===== src/rtl/uart_ctrl_pkg.sv =====
// Purpose: Shared constants and types of the host serial port control block
// Assumes: Special-function registers are byte wide, addressed by an 8-bit port
// Notes: Bit positions index the control and status bytes
`default_nettype none

package uart_ctrl_pkg;

   // Register addresses
   localparam logic [7:0] ADDR_STATUS = 8'hab;
   localparam logic [7:0] ADDR_CONTROL = 8'hac;
   localparam logic [7:0] ADDR_PRESCALE = 8'had;
   localparam logic [7:0] ADDR_DIVISOR = 8'hae;

   // Control byte fields
   localparam int unsigned CTL_WAKE = 7;
   localparam int unsigned CTL_FRAME = 6;
   localparam int unsigned CTL_TXSTOP = 4;
   localparam int unsigned CTL_RXSTOP = 3;
   localparam int unsigned CTL_TXEN = 2;
   localparam int unsigned CTL_RXEN = 1;
   localparam int unsigned CTL_SRST = 0;

   // Status byte fields
   localparam int unsigned STA_SET = 7;
   localparam int unsigned STA_NOPRE = 4;
   localparam int unsigned STA_OVER_EN = 3;
   localparam int unsigned STA_FER_EN = 2;
   localparam int unsigned STA_OVER = 1;
   localparam int unsigned STA_FER = 0;
   localparam logic [7:0] STA_WMASK = 8'h1f;

   // Reset values
   localparam logic [7:0] CONTROL_RST = 8'h01;
   localparam logic [7:0] STATUS_RST = 8'h00;
   localparam logic [7:0] PRESCALE_RST = 8'h18;
   localparam logic [7:0] DIVISOR_RST = 8'h70;

   // Wake counter, preamble and last data bit index
   localparam logic [2:0] WAKE_EDGES = 3'h5;
   localparam logic [7:0] PRE_LEAD = 8'h00;
   localparam logic [7:0] PRE_TAIL = 8'hff;
   localparam logic [1:0] PRE_LEADS = 2'h2;
   localparam logic [3:0] LAST_DATA_BIT = 4'h7;

   // Receive buffer shape
   localparam int CHAR_W = 8;
   localparam int FIFO_DEPTH = 16;

   // Register port request
   typedef struct packed {
      logic wr;
      logic [7:0] addr;
      logic [7:0] wdata;
   } sfr_req_t;

   typedef enum logic [3:0] {
      RX_IDLE = 4'h1,
      RX_START = 4'h2,
      RX_DATA = 4'h4,
      RX_STOP = 4'h8
   } rx_state_t;

   typedef enum logic [3:0] {
      TX_IDLE = 4'h1,
      TX_START = 4'h2,
      TX_DATA = 4'h4,
      TX_STOP = 4'h8
   } tx_state_t;

endpackage : uart_ctrl_pkg

`default_nettype wire


===== src/rtl/char_fifo.sv =====
// Purpose: Character buffer between receiver and the FIFO manager
// Assumes: DEPTH is a power of two
// Notes: Read data leave through a registered output stage
`timescale 1ns/100ps
`default_nettype none

module char_fifo #(
   parameter int WIDTH = 8,
   parameter int DEPTH = 16
) (
   // Clock and reset
   input wire logic core_clk,
   input wire logic reset,
   // Filling side
   input wire logic in_valid,
   input wire logic [WIDTH-1:0] in_data,
   output logic in_ready,
   // Draining side
   output logic out_valid,
   output logic [WIDTH-1:0] out_data,
   input wire logic out_ready
);

   localparam int AW = $clog2(DEPTH);

   typedef struct packed {
      logic [DEPTH-1:0][WIDTH-1:0] mem;
      logic [AW-1:0] wr;
      logic [AW-1:0] rd;
      logic [AW:0] count;
      logic in_ready;
      logic out_valid;
      logic [WIDTH-1:0] out_data;
   } fifo_t;

   fifo_t f_q;
   fifo_t f_d;
   logic push;
   logic pop;

   always_comb begin
      f_d = f_q;
      push = in_valid && f_q.in_ready;
      pop = (f_q.count != '0) && (!f_q.out_valid || out_ready);
      if (push) begin
         f_d.mem[f_q.wr] = in_data;
         f_d.wr = AW'(f_q.wr + 1'b1);
      end
      if (pop) begin
         f_d.out_data = f_q.mem[f_q.rd];
         f_d.out_valid = 1'b1;
         f_d.rd = AW'(f_q.rd + 1'b1);
      end else if (out_ready) begin
         f_d.out_valid = 1'b0;
      end
      if (push && !pop) begin
         f_d.count = (AW+1)'(f_q.count + 1'b1);
      end else if (pop && !push) begin
         f_d.count = (AW+1)'(f_q.count - 1'b1);
      end
      // Full when storage holds DEPTH words
      f_d.in_ready = f_d.count != (AW+1)'(DEPTH);
   end

   always_ff @(posedge core_clk or posedge reset) begin
      if (reset) begin
         f_q <= '0;
         f_q.in_ready <= 1'b1;
      end else begin
         f_q <= f_d;
      end
   end

   assign in_ready = f_q.in_ready;
   assign out_valid = f_q.out_valid;
   assign out_data = f_q.out_data;

endmodule : char_fifo

`default_nettype wire


===== src/rtl/host_uart_control.sv =====
// Purpose: Control, wake-up, preamble filter and serial engines of the host port
// Assumes: All inputs synchronous to core_clk; register reads return one cycle late
// Notes: Received characters pass through a 16-word buffer to the FIFO manager
// Function
// - Writing one to the wake bit restarts the receive-line rising-edge counter.
// - Counter reaching five raises the wake request toward the power controller.
// - CPU interrupt only rises while the external interrupt allow bit is one.
// - Writing the frame bit re-arms the preamble filter for the next frame.
// - Transmitter sends transmit-stop field plus one stop bits.
// - Receiver expects receive-stop bit plus one stop bits.
// - Transmit enable lets the transmitter send characters.
// - Clearing transmit enable stops only after the current character.
// - Receive enable lets the receiver accept characters.
// - Clearing receive enable stops only after the current character.
// - Soft reset low stops receive, transmit and baud generator logic.
// - Armed filter withholds characters until 00 00 FF has arrived.
// - Bit time is prescaler plus one times divisor, in clock cycles.
// - A stop bit sampled low sets the framing error flag.
`timescale 1ns/100ps
`default_nettype none

module host_uart_control
   import uart_ctrl_pkg::*;
(
   // Clock and reset
   input wire logic core_clk,
   input wire logic reset,
   // Register port
   input wire sfr_req_t sfr,
   output logic [7:0] sfr_rdata,
   // Serial line
   input wire logic rxd,
   output logic txd,
   // Characters to send
   input wire logic tx_valid,
   input wire logic [CHAR_W-1:0] tx_char,
   output logic tx_ready,
   // Characters received
   output logic rx_valid,
   output logic [CHAR_W-1:0] rx_char,
   input wire logic rx_ready,
   // System
   input wire logic cpu_irq_allow,
   output logic cpu_irq,
   output logic wake_request
);

   typedef struct packed {
      logic [7:0] control;
      logic [7:0] status;
      logic [7:0] prescale;
      logic [7:0] divisor;
      logic [7:0] rdata;
      logic rxd_prev;
      logic [2:0] wake_cnt;
      logic wake_req;
      logic irq;
      logic pre_armed;
      logic [1:0] pre_match;
      rx_state_t rx_state;
      logic [16:0] rx_cnt;
      logic [3:0] rx_bits;
      logic [7:0] rx_shift;
      logic rx_bad;
      logic push_valid;
      logic [7:0] push_data;
      tx_state_t tx_state;
      logic [16:0] tx_cnt;
      logic [3:0] tx_bits;
      logic [7:0] tx_shift;
      logic txd;
      logic tx_ready;
   } state_t;

   state_t s_q;
   state_t s_d;
   logic [16:0] period;
   logic [16:0] bit_last;
   logic [16:0] half_last;
   logic srst_n;
   logic rx_end;
   logic tx_end;
   logic fifo_in_ready;

   ////////////////////////////////////////////////////////////////////////////
   // Bit timing

   assign period = 17'(({9'h000, s_q.prescale} + 17'h00001) * {9'h000, s_q.divisor});
   assign bit_last = (period == '0) ? '0 : 17'(period - 17'h00001);
   assign half_last = period >> 1;
   assign srst_n = s_q.control[CTL_SRST];
   assign rx_end = s_q.rx_cnt >= bit_last;
   assign tx_end = s_q.tx_cnt >= bit_last;

   ////////////////////////////////////////////////////////////////////////////
   // Next state

   always_comb begin
      s_d = s_q;
      s_d.push_valid = 1'b0;
      s_d.rxd_prev = rxd;

      // Receiver
      unique case (s_q.rx_state)
         RX_IDLE: begin
            if (s_q.control[CTL_RXEN] && s_q.rxd_prev && !rxd) begin
               s_d.rx_state = RX_START;
               s_d.rx_cnt = '0;
               s_d.rx_bad = 1'b0;
            end
         end
         RX_START: begin
            if (s_q.rx_cnt >= half_last) begin
               s_d.rx_state = rxd ? RX_IDLE : RX_DATA;
               s_d.rx_cnt = '0;
               s_d.rx_bits = '0;
            end else begin
               s_d.rx_cnt = 17'(s_q.rx_cnt + 1'b1);
            end
         end
         RX_DATA: begin
            if (rx_end) begin
               s_d.rx_cnt = '0;
               s_d.rx_shift = {rxd, s_q.rx_shift[7:1]};
               s_d.rx_bits = 4'(s_q.rx_bits + 1'b1);
               if (s_q.rx_bits == LAST_DATA_BIT) begin
                  s_d.rx_state = RX_STOP;
                  s_d.rx_bits = '0;
               end
            end else begin
               s_d.rx_cnt = 17'(s_q.rx_cnt + 1'b1);
            end
         end
         RX_STOP: begin
            if (rx_end) begin
               s_d.rx_cnt = '0;
               s_d.rx_bits = 4'(s_q.rx_bits + 1'b1);
               if (!rxd) begin
                  s_d.rx_bad = 1'b1;
               end
               if (s_q.rx_bits == {3'h0, s_q.control[CTL_RXSTOP]}) begin
                  s_d.rx_state = RX_IDLE;
                  // Preamble filter on a well framed character
                  if (rxd && !s_q.rx_bad) begin
                     s_d.push_valid = !s_q.pre_armed || s_q.status[STA_NOPRE];
                     s_d.push_data = s_q.rx_shift;
                     if (s_q.rx_shift == PRE_TAIL && s_q.pre_match == PRE_LEADS) begin
                        s_d.pre_armed = 1'b0;
                     end else if (s_q.rx_shift == PRE_LEAD) begin
                        s_d.pre_match = (s_q.pre_match == PRE_LEADS) ? PRE_LEADS
                           : 2'(s_q.pre_match + 1'b1);
                     end else begin
                        s_d.pre_match = '0;
                     end
                  end
               end
            end else begin
               s_d.rx_cnt = 17'(s_q.rx_cnt + 1'b1);
            end
         end
      endcase

      // Transmitter
      unique case (s_q.tx_state)
         TX_IDLE: begin
            if (s_q.tx_ready && tx_valid) begin
               s_d.tx_state = TX_START;
               s_d.tx_shift = tx_char;
               s_d.tx_cnt = '0;
               s_d.txd = 1'b0;
            end
         end
         TX_START: begin
            if (tx_end) begin
               s_d.tx_state = TX_DATA;
               s_d.tx_cnt = '0;
               s_d.tx_bits = '0;
               s_d.txd = s_q.tx_shift[0];
            end else begin
               s_d.tx_cnt = 17'(s_q.tx_cnt + 1'b1);
            end
         end
         TX_DATA: begin
            if (tx_end) begin
               s_d.tx_cnt = '0;
               s_d.tx_shift = s_q.tx_shift >> 1;
               s_d.txd = s_q.tx_shift[1];
               s_d.tx_bits = 4'(s_q.tx_bits + 1'b1);
               if (s_q.tx_bits == LAST_DATA_BIT) begin
                  s_d.tx_state = TX_STOP;
                  s_d.tx_bits = '0;
                  s_d.txd = 1'b1;
               end
            end else begin
               s_d.tx_cnt = 17'(s_q.tx_cnt + 1'b1);
            end
         end
         TX_STOP: begin
            if (tx_end) begin
               s_d.tx_cnt = '0;
               s_d.tx_bits = 4'(s_q.tx_bits + 1'b1);
               if (s_q.tx_bits == {2'h0, s_q.control[CTL_TXSTOP +: 2]}) begin
                  s_d.tx_state = TX_IDLE;
               end
            end else begin
               s_d.tx_cnt = 17'(s_q.tx_cnt + 1'b1);
            end
         end
      endcase

      // Soft reset holds engines and baud counters
      if (!srst_n) begin
         s_d.rx_state = RX_IDLE;
         s_d.tx_state = TX_IDLE;
         s_d.rx_cnt = '0;
         s_d.tx_cnt = '0;
         s_d.txd = 1'b1;
         s_d.push_valid = 1'b0;
      end

      // Wake-up edge counter, saturating at the trigger count
      if (rxd && !s_q.rxd_prev && s_q.wake_cnt != WAKE_EDGES) begin
         s_d.wake_cnt = 3'(s_q.wake_cnt + 1'b1);
      end

      // Register writes
      if (sfr.wr) begin
         case (sfr.addr)
            ADDR_CONTROL: begin
               s_d.control = sfr.wdata;
               if (sfr.wdata[CTL_WAKE]) begin
                  s_d.wake_cnt = '0;
                  s_d.wake_req = 1'b0;
               end
               if (sfr.wdata[CTL_FRAME]) begin
                  s_d.pre_armed = 1'b1;
                  s_d.pre_match = '0;
               end
            end
            ADDR_STATUS: begin
               if (sfr.wdata[STA_SET]) begin
                  s_d.status = s_q.status | (sfr.wdata & STA_WMASK);
               end else begin
                  s_d.status = s_q.status & ~(sfr.wdata & STA_WMASK);
               end
            end
            ADDR_PRESCALE: s_d.prescale = sfr.wdata;
            ADDR_DIVISOR: s_d.divisor = sfr.wdata;
            default: ;
         endcase
      end

      // Error flags win over software clears; wake request follows the count after writes
      if (s_d.wake_cnt == WAKE_EDGES) begin
         s_d.wake_req = 1'b1;
      end
      if (s_q.rx_state == RX_STOP && rx_end && !rxd) begin
         s_d.status[STA_FER] = 1'b1;
      end
      if (s_q.push_valid && !fifo_in_ready) begin
         s_d.status[STA_OVER] = 1'b1;
      end

      s_d.irq = cpu_irq_allow && ((s_d.status[STA_FER] && s_d.status[STA_FER_EN])
         || (s_d.status[STA_OVER] && s_d.status[STA_OVER_EN]));
      s_d.tx_ready = (s_d.tx_state == TX_IDLE) && s_d.control[CTL_TXEN]
         && s_d.control[CTL_SRST];

      // Read data for the address on the port
      case (sfr.addr)
         ADDR_STATUS: s_d.rdata = s_d.status & STA_WMASK;
         ADDR_CONTROL: s_d.rdata = s_d.control;
         ADDR_PRESCALE: s_d.rdata = s_d.prescale;
         ADDR_DIVISOR: s_d.rdata = s_d.divisor;
         default: s_d.rdata = '0;
      endcase
   end

   always_ff @(posedge core_clk or posedge reset) begin
      if (reset) begin
         s_q <= '0;
         s_q.control <= CONTROL_RST;
         s_q.status <= STATUS_RST;
         s_q.prescale <= PRESCALE_RST;
         s_q.divisor <= DIVISOR_RST;
         s_q.rxd_prev <= 1'b1;
         s_q.pre_armed <= 1'b1;
         s_q.rx_state <= RX_IDLE;
         s_q.tx_state <= TX_IDLE;
         s_q.txd <= 1'b1;
      end else begin
         s_q <= s_d;
      end
   end

   ////////////////////////////////////////////////////////////////////////////
   // Receive buffer

   char_fifo #(
      .WIDTH(CHAR_W),
      .DEPTH(FIFO_DEPTH)
   ) u_rx_fifo (
      .core_clk(core_clk),
      .reset(reset),
      .in_valid(s_q.push_valid),
      .in_data(s_q.push_data),
      .in_ready(fifo_in_ready),
      .out_valid(rx_valid),
      .out_data(rx_char),
      .out_ready(rx_ready)
   );

   assign sfr_rdata = s_q.rdata;
   assign txd = s_q.txd;
   assign tx_ready = s_q.tx_ready;
   assign cpu_irq = s_q.irq;
   assign wake_request = s_q.wake_req;
endmodule : host_uart_control

`default_nettype wire


===== config.mk =====
export PLATFORM = sky130hd
export DESIGN_NAME = host_uart_control
export DESIGN_NICKNAME = d
export VERILOG_FILES = /design/src/rtl/uart_ctrl_pkg.sv /design/src/rtl/char_fifo.sv /design/src/rtl/host_uart_control.sv
export SDC_FILE = /design/constraint.sdc
export NUM_CORES = 1
export LEC_CHECK = 0
export BUFFER_PORTS_ARGS = -buffer_cell sky130_fd_sc_hd__buf_2
export CAP_MARGIN = 20
export CORE_ASPECT_RATIO = 1.25
export CORE_MARGIN = 1
export CORE_UTILIZATION = 48
export CTS_CLUSTER_DIAMETER = 40
export DETAILED_ROUTE_END_ITERATION = 10
export GPL_TIMING_DRIVEN = 0
export PLACE_DENSITY_LB_ADDON = 0.25
export SLEW_MARGIN = 0
export SYNTH_ARGS = -nofsm -noshare
export SYNTH_HDL_FRONTEND = slang
export SYNTH_SLANG_ARGS = --single-unit

===== constraint.sdc =====
create_clock -name core_clk -period 10.8 [get_ports core_clk]
set_input_delay 1.08 -clock core_clk [delete_from_list [all_inputs] [get_ports core_clk]]
set_output_delay 1.08 -clock core_clk [all_outputs]
set_load 0.02 [all_outputs]

==> impl_results.md, run 1 <==
- Status: finished, final reports clean
- Worst path arrival time: 9.15 ns
- Register-to-register path setup slack: 2.09 ns
- Die H: 213 µm
- CTS Buffer Depth: 3
- HPWL Detailed: 27.7 mm
- Core area: 0.0353 mm²
- Post-Synth XOR/XNOR Area: 0.0269
- Setup CP Type: reg2reg
- Antenna Cells: 0
- Syn Inst Count: 1521
- RR Endpoint: s_q[68]
- Req. time, crit path: 11.25 ns
- Vias per inst: 5.55
- Drc violations: 0
- Crit path depth: 32
- Total Nets Final: 1789
- Rows: 77
- Post-synthesis cell area: 0.0171 mm²
- Syn Area/Cell: 11.3 µm²
- Maximum operating frequency: 115 MHz
- DRT iter0 DRCs: 737
- Drt pass-1 iters: 4
- Crit-path max FO: 10
- Post-CTS Setup Bufs: 0
- Layout cell share with drive strength beyond 1: 0.254
- Final std cells w/o fill: 2114
- Vias in the first global route: 12100
- Resized Gates After CTS: 0
- Least-Margin Pin Slew: 1.03 ns
- Min-delay src: s_q[8]
- Hold-fix buffers, CTS: 0
- Final min period: 8.71 ns
- Num Clock Sinks: 275
- VDD IR max: 0.135 mV
- GPL Wtd Cong: 0.883
- Startpoint Class: flip-flop
- Drt total wl: 36.7 mm
- Final Hold Fails: 0
- Slew margin rel.: 0.305
- Slowest-stage cell, CP: xor2_1
- Chip width: 171 µm
- DR WL/cell: 17.4 µm
- Hold Crit Class: reg2reg
- CP Buf/Inv Count: 7
- Placed insts: 2046
- Cell leakage power: 9.39 nW
- Fin crit share: 0.806
- Post-synthesis compound-gate area fraction: 0.0867
- Ys Warns: 0
- Yosys cell types: 81
- RSZ-0062 raised after global routing: no
- EDFF count, synth: 0
- CP most frequent cell: fa_1
- Root Buffer: clkbuf_16
- Largest net degree at the start of global routing: 106
- Area Overhead vs Synth: 13.0%
- Fill cell count: 3082
- Seq/Total Area, Yosys: 0.403
- Pre-CTS setup slack: 2.13 ns
- Critical Path Max Stage Delay: 0.65 ns
- Via count: 11700
- Worst setup EP type: flip-flop
- Simple-Gate Fraction of Synth Area: 0.134
- Antenna violations before repair: 0
- TritonCTS Buffers: 38
- Pwr Density: 149 mW/mm²
- Grt ovf: 0
- Critical R2R Launch: s_q[103]
- Async S/R FF share, synth: 1.00
- I/O Pins: 52
- Synth Flop Type: dfrtp_1
- Worst Reg-to-Reg Cells: 32
- Final setup viols: 0
- Largest family of logic cells by synthesized area: multiplexers
- First-pass GRT wire length: 61.4 mm
- Post-Synth Adder-Cell Area: 0.125
- TritonCTS clock tree: done
- Mux share of post-synthesis cell area: 0.185
- Reg clk slew, reported paths: 0.05 ns
- Worst skew pair latency: 0.53 ns
- Max Cap Viol: 0
- Final setup margin: 2.09 ns
- End of the worst hold path: s_q[8]
- Worst Clk Skew: 0.0184 ns
- Die area: 0.0364 mm²
- H-tree depth: 2
- Top Family by Delay on Critical Path: adder cells
- WHS Path Cells: 2
- Initial Util: 0.486
- Slew Viols, Final: 0
- Flops & latches, synth: 275
- # port buffers: 49
- Detail Route Antenna Nets: 0
- Syn nets: 1698
- Total GRT Usage: 0.211
[sequential cells by signal (all words and copies together), names as in the netlist]
| name | flops |
|---|---|
| u_rx_fifo.in_ready | 1 |
| tx_ready | 1 |
| s_q | 112 |
| cpu_irq | 1 |
| txd | 1 |
| u_rx_fifo.out_data | 8 |
| sfr_rdata | 8 |
| wake_request | 1 |
| u_rx_fifo.out_valid | 1 |
| u_rx_fifo.f_q | 141 |
[area by class of cell]
class	instances	area [µm²]	area share
Buffer	73	382	0.0197
Multi-Input combinational cell	1091	9540	0.493
Tap cell	474	593	0.0306
Inverter	82	315	0.0163
Clock buffer	45	1020	0.0526
Sequential cell	275	6900	0.356
Clock inverter	23	307	0.0158
Timing Repair Buffer	51	300	0.0155
[worst register-to-register path: cells and delay by family (launching register included)]
kind	cells	cell delay, ns
AOI/OAI and AO/OA	9	1.74
xor gates and xnor gates	2	0.83
adders and majority gates	6	2.66
buffers and inverters	7	1.12
DFF	1	0.39
and+or+nand+nor	8	1.88
[kinds of logic after synthesis]
| kind of cell | Yosys count |
|---|---|
| adder cells (fa/ha/maj) | 146 |
| AND/OR/NAND/NOR | 424 |
| AO/OA/AOI/OAI | 230 |
| XOR/XNOR | 47 |
| buffers and inverters | 155 |
| flip-flops | 275 |
| multiplexers | 244 |
[report_power, final]
group          internal (mW)  switching (mW)
registers               1.06          0.0273
logic                  0.210           0.293
clock network          0.806           0.490
[metrics by stage]
stage / hold WS [ns] / setup TNS [ns] / utilization / total power, mW / instance area (µm²)
after floorplan: 0.450 / 0 / - / 1.49 / 17100
after CTS: 0.486 / 0 / 0.549 / 2.92 / 19400
final: 0.482 / 0 / 0.549 / 2.89 / 19400
after detailed placement: 0.475 / 0 / 0.511 / 1.62 / 18000
after global placement: 0.465 / -192.37 / 0.510 / 1.60 / 18000
after global routing: 0.509 / 0 / 0.549 / 3.02 / 19400
[per-layer routing]
metal	GRT usage	wire length (µm)	up-vias	part of all wire
met5	0	0	-	0
met4	0.0877	1380	0	0.037
met3	0.0285	1030	83	0.028
met2	0.375	18900	186	0.52
met1	0.257	15400	5840	0.42
li1	-	-	5623	-
[worst max path at each step]
| stage | end | slack, ns | start |
|---|---|---|---|
| after global routing | s_q[64] | 1.58 | s_q[103] |
| after global placement | u_rx_fifo.out_valid | -0.76 | reset |
| after floorplan | cpu_irq | 2.16 | reset |
| after detailed placement | s_q[68] | 2.13 | s_q[103] |
| final | s_q[68] | 2.09 | s_q[103] |
| after CTS | s_q[68] | 2.11 | s_q[103] |
[cells in the final DEF (no fill, tap or decap), types with 5 or more instances in the layout]
cell | netlist | routed
buf_2 | 10 | 59
nand2_1 | 111 | 111
nor2_1 | 46 | 46
nor4b_1 | 5 | 5
mux2_2 | 179 | 179
dfrtp_1 | 263 | 263
nor2b_1 | 53 | 53
or4_1 | 5 | 5
nand2b_1 | 32 | 32
o21ai_0 | 68 | 68
inv_1 | 82 | 81
fa_1 | 42 | 42
mux2i_1 | 25 | 25
buf_4 | 17 | 17
ha_1 | 104 | 104
clkbuf_16 | 0 | 39
a21o_1 | 11 | 11
and2_1 | 33 | 33
a31oi_1 | 21 | 21
nand3_1 | 43 | 43
dfstp_2 | 12 | 12
o211ai_1 | 11 | 11
xnor2_1 | 24 | 24
bufinv_16 | 0 | 5
mux4_2 | 40 | 40
a21oi_1 | 51 | 51
nand2_2 | 10 | 10
nand4_1 | 14 | 14
nor3b_1 | 7 | 7
o21a_1 | 9 | 9
and3_1 | 24 | 24
xor2_1 | 18 | 18
clkinvlp_4 | 0 | 5
clkbuf_1 | 39 | 43
nor3_1 | 17 | 17
[Yosys cell counts, types with 4 or more instances]
library cell  instances  area share
dfrtp_1             263        0.38
mux2_2              179        0.12
nand2_1             111       0.024
ha_1                104       0.076
inv_1                82       0.018
o21ai_0              68       0.020
nor2b_1              53       0.019
a21oi_1              51       0.015
nor2_1               46       0.010
nand3_1              43       0.013
fa_1                 42       0.049
mux4_2               40       0.053
clkbuf_1             39      0.0085
and2_1               33       0.012
nand2b_1             32       0.012
mux2i_1              25       0.015
and3_1               24      0.0088
xnor2_1              24       0.012
a31oi_1              21      0.0077
xor2_1               18      0.0092
buf_4                17      0.0075
nor3_1               17      0.0050
nand4_1              14      0.0051
dfstp_2              12       0.018
a21o_1               11      0.0048
o211ai_1             11      0.0048
buf_2                10      0.0029
nand2_2              10      0.0037
o21a_1                9      0.0039
nor3b_1               7      0.0031
nor4b_1               5      0.0026
or4_1                 5      0.0022
a211oi_1              4      0.0018
a22o_1                4      0.0020
a22oi_1               4      0.0018
buf_1                 4     0.00088
o221ai_1              4      0.0020
o31ai_1               4      0.0018
Note: power is estimated with default switching activity, not from simulation.
==> run 2: changes to the inputs <==
Clock period 10.8 ns to 7.5 ns, I/O delays scaled along.
==> impl_results.md, run 2 (synthesized netlist as in run 1, its figures left out) <==
- Final setup margin: -0.0543 ns
- Vias per inst: 5.56
- Maximum operating frequency: 132 MHz
- Root Buffer: clkbuf_16
- Total Nets Final: 1863
- Via count: 12200
- Layout cell share with drive strength beyond 1: 0.356
- Startpoint Class: flip-flop
- Antenna violations before repair: 0
- Rows: 77
- Critical Path Max Stage Delay: 0.58 ns
- Pre-CTS setup slack: -1.11 ns
- Num Clock Sinks: 275
- Largest register FFs: 141
- TritonCTS clock tree: done
- Pwr Density: 212 mW/mm²
- Worst skew pair latency: 0.53 ns
- First-pass GRT wire length: 64.3 mm
- CP most frequent cell: fa_1
- RR Endpoint: s_q[61]
- Total GRT Usage: 0.223
- TritonCTS Buffers: 41
- Slew Viols, Final: 0
- Drc violations: 0
- Register bank with the most flops: u_rx_fifo.f_q
- Worst setup EP type: flip-flop
- Most frequent cells in the layout: dfrtp_1 (261), mux2_2 (179), nand2_1 (107)
- Reg clk slew, reported paths: 0.06 ns
- Area post-placement: 0.0181 mm²
- Area Overhead vs Synth: 23.2%
- HPWL Detailed: 28.4 mm
- Crit-path max FO: 8
- CTS Buffer Depth: 3
- Final min period: 7.55 ns
- Worst Reg-to-Reg Cells: 34
- I/O Pins: 52
- DR WL/cell: 18.2 µm
- Chip width: 171 µm
- Core area: 0.0353 mm²
- Slew margin rel.: 0.0764
- Largest regs: u_rx_fifo.f_q x141, s_q x112
- Commonest non-fill, non-tap cell in the layout: dfrtp_1
- Least-Margin Pin Slew: 1.37 ns
- Initial Util: 0.486
- Final Hold Fails: 0
- Drt total wl: 39.8 mm
- Status: finished with violations
- Final Instance Area: 0.0211 mm²
- Hold Crit Class: in2async
- Slowest-stage cell, CP: dfstp_2
- Largest net degree at the start of global routing: 46
- Worst Clk Skew: 0.0150 ns
- DRT iter0 DRCs: 605
- Die H: 213 µm
- RSZ-0062 raised after global routing: yes
- Tot Pwr: 4.48 mW
- Max Cap Viol: 0
- GPL Wtd Cong: 0.856
- Antenna Cells: 0
- Cell leakage power: 10.0 nW
- Grt ovf: 0
- Vias in the first global route: 12500
- VDD IR max: 0.173 mV
- Fin crit share: 1.01
- Failing checks: setup timing
- Register-to-register path setup slack: -0.05 ns
- Worst path arrival time: 7.97 ns
- Final setup viols: 15
- H-tree depth: 2
- Req. time, crit path: 7.91 ns
- Die area: 0.0364 mm²
- Drt pass-1 iters: 5
- # port buffers: 49
- Setup CP Type: reg2reg
- Detail Route Antenna Nets: 0
- Critical R2R Launch: s_q[107]
## run 2: changes by cell type in the layout (fill, tap and decap cells not counted), sizes merged
cell	change
bufinv	+1
clkinv	+1
inv	-1
buf	+73
clkinvlp	+5
clkbuf	-1
## run 2: area by class of cell
cell class                 count  area [µm²]
fill                        2837       14200
multi-input combinational   1091       10400
sequential                   275        6900
clock buffer                  46        1100
timing repair buffer         124        1050
tap                          474         593
buffer                        71         424
clock inverter                29         358
inverter                      82         312
## run 2: how the worst max path moves through the flow
stage,startpoint,endpoint,slack [ns],depth (start not counted)
final,s_q[107],s_q[61],-0.05,34
after CTS,s_q[107],s_q[66],-0.002,33
after floorplan,s_q[107],s_q[71],0.19,32
after global routing,s_q[107],s_q[61],-0.29,34
after detailed placement,s_q[103],s_q[63],-1.11,32
after global placement,s_q[103],s_q[71],-1.06,32
## run 2: power breakdown
group          internal, mW  total (mW)  switching (mW)
logic                 0.405       0.900           0.496
clock network          1.27        2.01           0.733
registers              1.53        1.57          0.0429
total                  3.21        4.48            1.27
## run 2: routing by layer
metal | GRT usage | wire, µm
met5 | 0 | 0
met4 | 0.0785 | 1320
met3 | 0.0300 | 1270
met2 | 0.408 | 21100
met1 | 0.265 | 16100
## run 2: stage by stage
| stage | hold slack, ns | utilization | std cells | setup TNS [ns] |
|---|---|---|---|---|
| 2_1_floorplan | 0.450 | - | 1521 | 0 |
| 3_3_place_gp | 0.463 | 0.510 | 2044 | -64.49 |
| 3_5_place_dp | 0.474 | 0.514 | 2051 | -68.83 |
| 4_1_cts | 0.303 | 0.578 | 2165 | -0.00173 |
| 5_1_grt | 0.328 | 0.599 | 2192 | -11.18 |
| 6_report | 0.298 | 0.599 | 2192 | -0.451 |
## run 2: critical path: cells and delay by family (launching register included)
kind	cells	cell delay, ns
buffers and inverters	8	0.85
xor gates and xnor gates	1	0.26
DFF	1	0.58
AOI/OAI and AO/OA	9	1.95
adders and majority gates	6	2.56
and+or+nand+nor	10	1.23
## run 2: timing repair
item	in CTS	in global routing
endpoints found under the setup margin	83	78
pin swaps	46	61
gates cloned	2	2
gates resized for setup	82	145
setup buffers	39	25
hold buffers	0	0
==> run 3: changes to the inputs <==
Settings changed: CORE_UTILIZATION 48 to 45, HOLD_SLACK_MARGIN from default to 0.05.
==> impl_results.md, run 3 (synthesized netlist as in run 1, its figures left out) <==
- Root Buffer: clkbuf_16
- Drc violations: 0
- Vias in the first global route: 12700
- Max Cap Viol: 0
- Total Nets Final: 1852
- Grt ovf: 0
- Worst setup EP type: flip-flop
- Fin crit share: 0.992
- Die area: 0.0389 mm²
- Num Clock Sinks: 275
- Area Overhead vs Synth: 21.0%
- Slew margin rel.: 0.164
- Worst Clk Skew: 0.0196 ns
- TritonCTS clock tree: done
- DR WL/cell: 18.1 µm
- Largest regs: u_rx_fifo.f_q x141, s_q x112
- Final setup viols: 0
- Rows: 79
- RR Endpoint: s_q[61]
- Worst skew pair latency: 0.54 ns
- Largest net degree at the start of global routing: 46
- CP Buf/Inv Count: 8
- Worst path arrival time: 7.86 ns
- Pwr Density: 206 mW/mm²
- Register-to-register path setup slack: 0.06 ns
- H-tree depth: 2
- CP most frequent cell: fa_1
- HPWL Detailed: 28.6 mm
- Core area: 0.0374 mm²
- Slew Viols, Final: 0
- Cell leakage power: 9.89 nW
- Initial Util: 0.458
- Top Family by Delay on Critical Path: adder cells
- DRT iter0 DRCs: 599
- Reg clk slew, reported paths: 0.06 ns
- GPL Wtd Cong: 0.839
- # port buffers: 49
- Final Hold Fails: 0
- I/O Pins: 52
- Placed insts: 2063
- VDD IR max: 0.142 mV
- Layout cell share with drive strength beyond 1: 0.338
- Total GRT Usage: 0.209
- Startpoint Class: flip-flop
- Drt total wl: 39.6 mm
- RSZ-0062 raised after global routing: yes
- Die H: 220 µm
- Least-Margin Pin Slew: 1.24 ns
- Largest register FFs: 141
- First-pass GRT wire length: 64.7 mm
- Slowest-stage cell, CP: dfstp_2
- Maximum operating frequency: 134 MHz
- Setup CP Type: reg2reg
- Via count: 12200
- Hold Crit Class: in2async
- Chip width: 177 µm
- Status: finished, final reports clean
- Detail Route Antenna Nets: 0
- Tot Pwr: 4.27 mW
- Antenna violations before repair: 0
- CTS Buffer Depth: 3
- Post-Route Setup TNS: 0 ns
- Drt pass-1 iters: 5
- Critical R2R Launch: s_q[107]
- Register bank with the most flops: u_rx_fifo.f_q
- Final std cells w/o fill: 2192
- Most frequent cells in the layout: dfrtp_1 (260), mux2_2 (179), nand2_1 (106)
- Worst Reg-to-Reg Cells: 34
- TritonCTS Buffers: 41
- Req. time, crit path: 7.92 ns
- Vias per inst: 5.55
- Commonest non-fill, non-tap cell in the layout: dfrtp_1
- Crit-path max FO: 8
- Antenna Cells: 0
- Final min period: 7.44 ns
- Critical Path Max Stage Delay: 0.58 ns
run 3: repair_timing:
action | 4_1_cts | 5_1_grt
setup endpoints to repair | 83 | 78
hold buffers | 0 | 0
buffers inserted | 37 | 15
endpoints found under the hold margin | 0 | 0
gates cloned | 4 | 1
pin swaps | 37 | 65
gates resized for setup | 93 | 87
run 3: cell type report:
type	instances	area [µm²]
plain buffers	71	418
clock buffers	49	1080
clock inverters	25	250
fillers	3201	16600
inverters	82	312
multi-input cells	1092	10300
flip-flops and latches	275	6900
well taps	486	608
repair buffers	112	893
run 3: per-stage QoR:
step           cell area (µm²)  setup WS (ns)  hold slack (ns)  utilization
5_1_grt                  20700         -0.219            0.122        0.555
6_report                 20700         0.0586            0.120        0.555
4_1_cts                  20300        -0.0179            0.108        0.543
3_3_place_gp             18000          -1.11            0.462        0.481
3_5_place_dp             18100          -1.20            0.470        0.485
2_1_floorplan            17100          0.195            0.450            -
run 3: worst max path at each step:
| stage | cells after the start | from | slack [ns] | to |
|---|---|---|---|---|
| after floorplan | 32 | s_q[107] | 0.19 | s_q[71] |
| after global placement | 32 | s_q[103] | -1.11 | s_q[69] |
| after detailed placement | 32 | s_q[103] | -1.20 | s_q[64] |
| after CTS | 34 | s_q[107] | -0.02 | s_q[73] |
| after global routing | 34 | s_q[107] | -0.22 | s_q[66] |
| final | 34 | s_q[107] | 0.06 | s_q[61] |
run 3: metal layers:
metal | GRT usage | wire length (µm) | vias to the layer above
met1 | 0.246 | 16000 | 6112
met2 | 0.375 | 20800 | 226
met4 | 0.0948 | 1550 | 0
met3 | 0.0287 | 1240 | 86
li1 | - | - | 5740
met5 | 0 | 0 | -
run 3: power breakdown:
part           total, mW  internal [mW]  switching, mW
logic              0.854          0.372          0.482
registers           1.57           1.53         0.0419
clock network       1.84           1.11          0.729
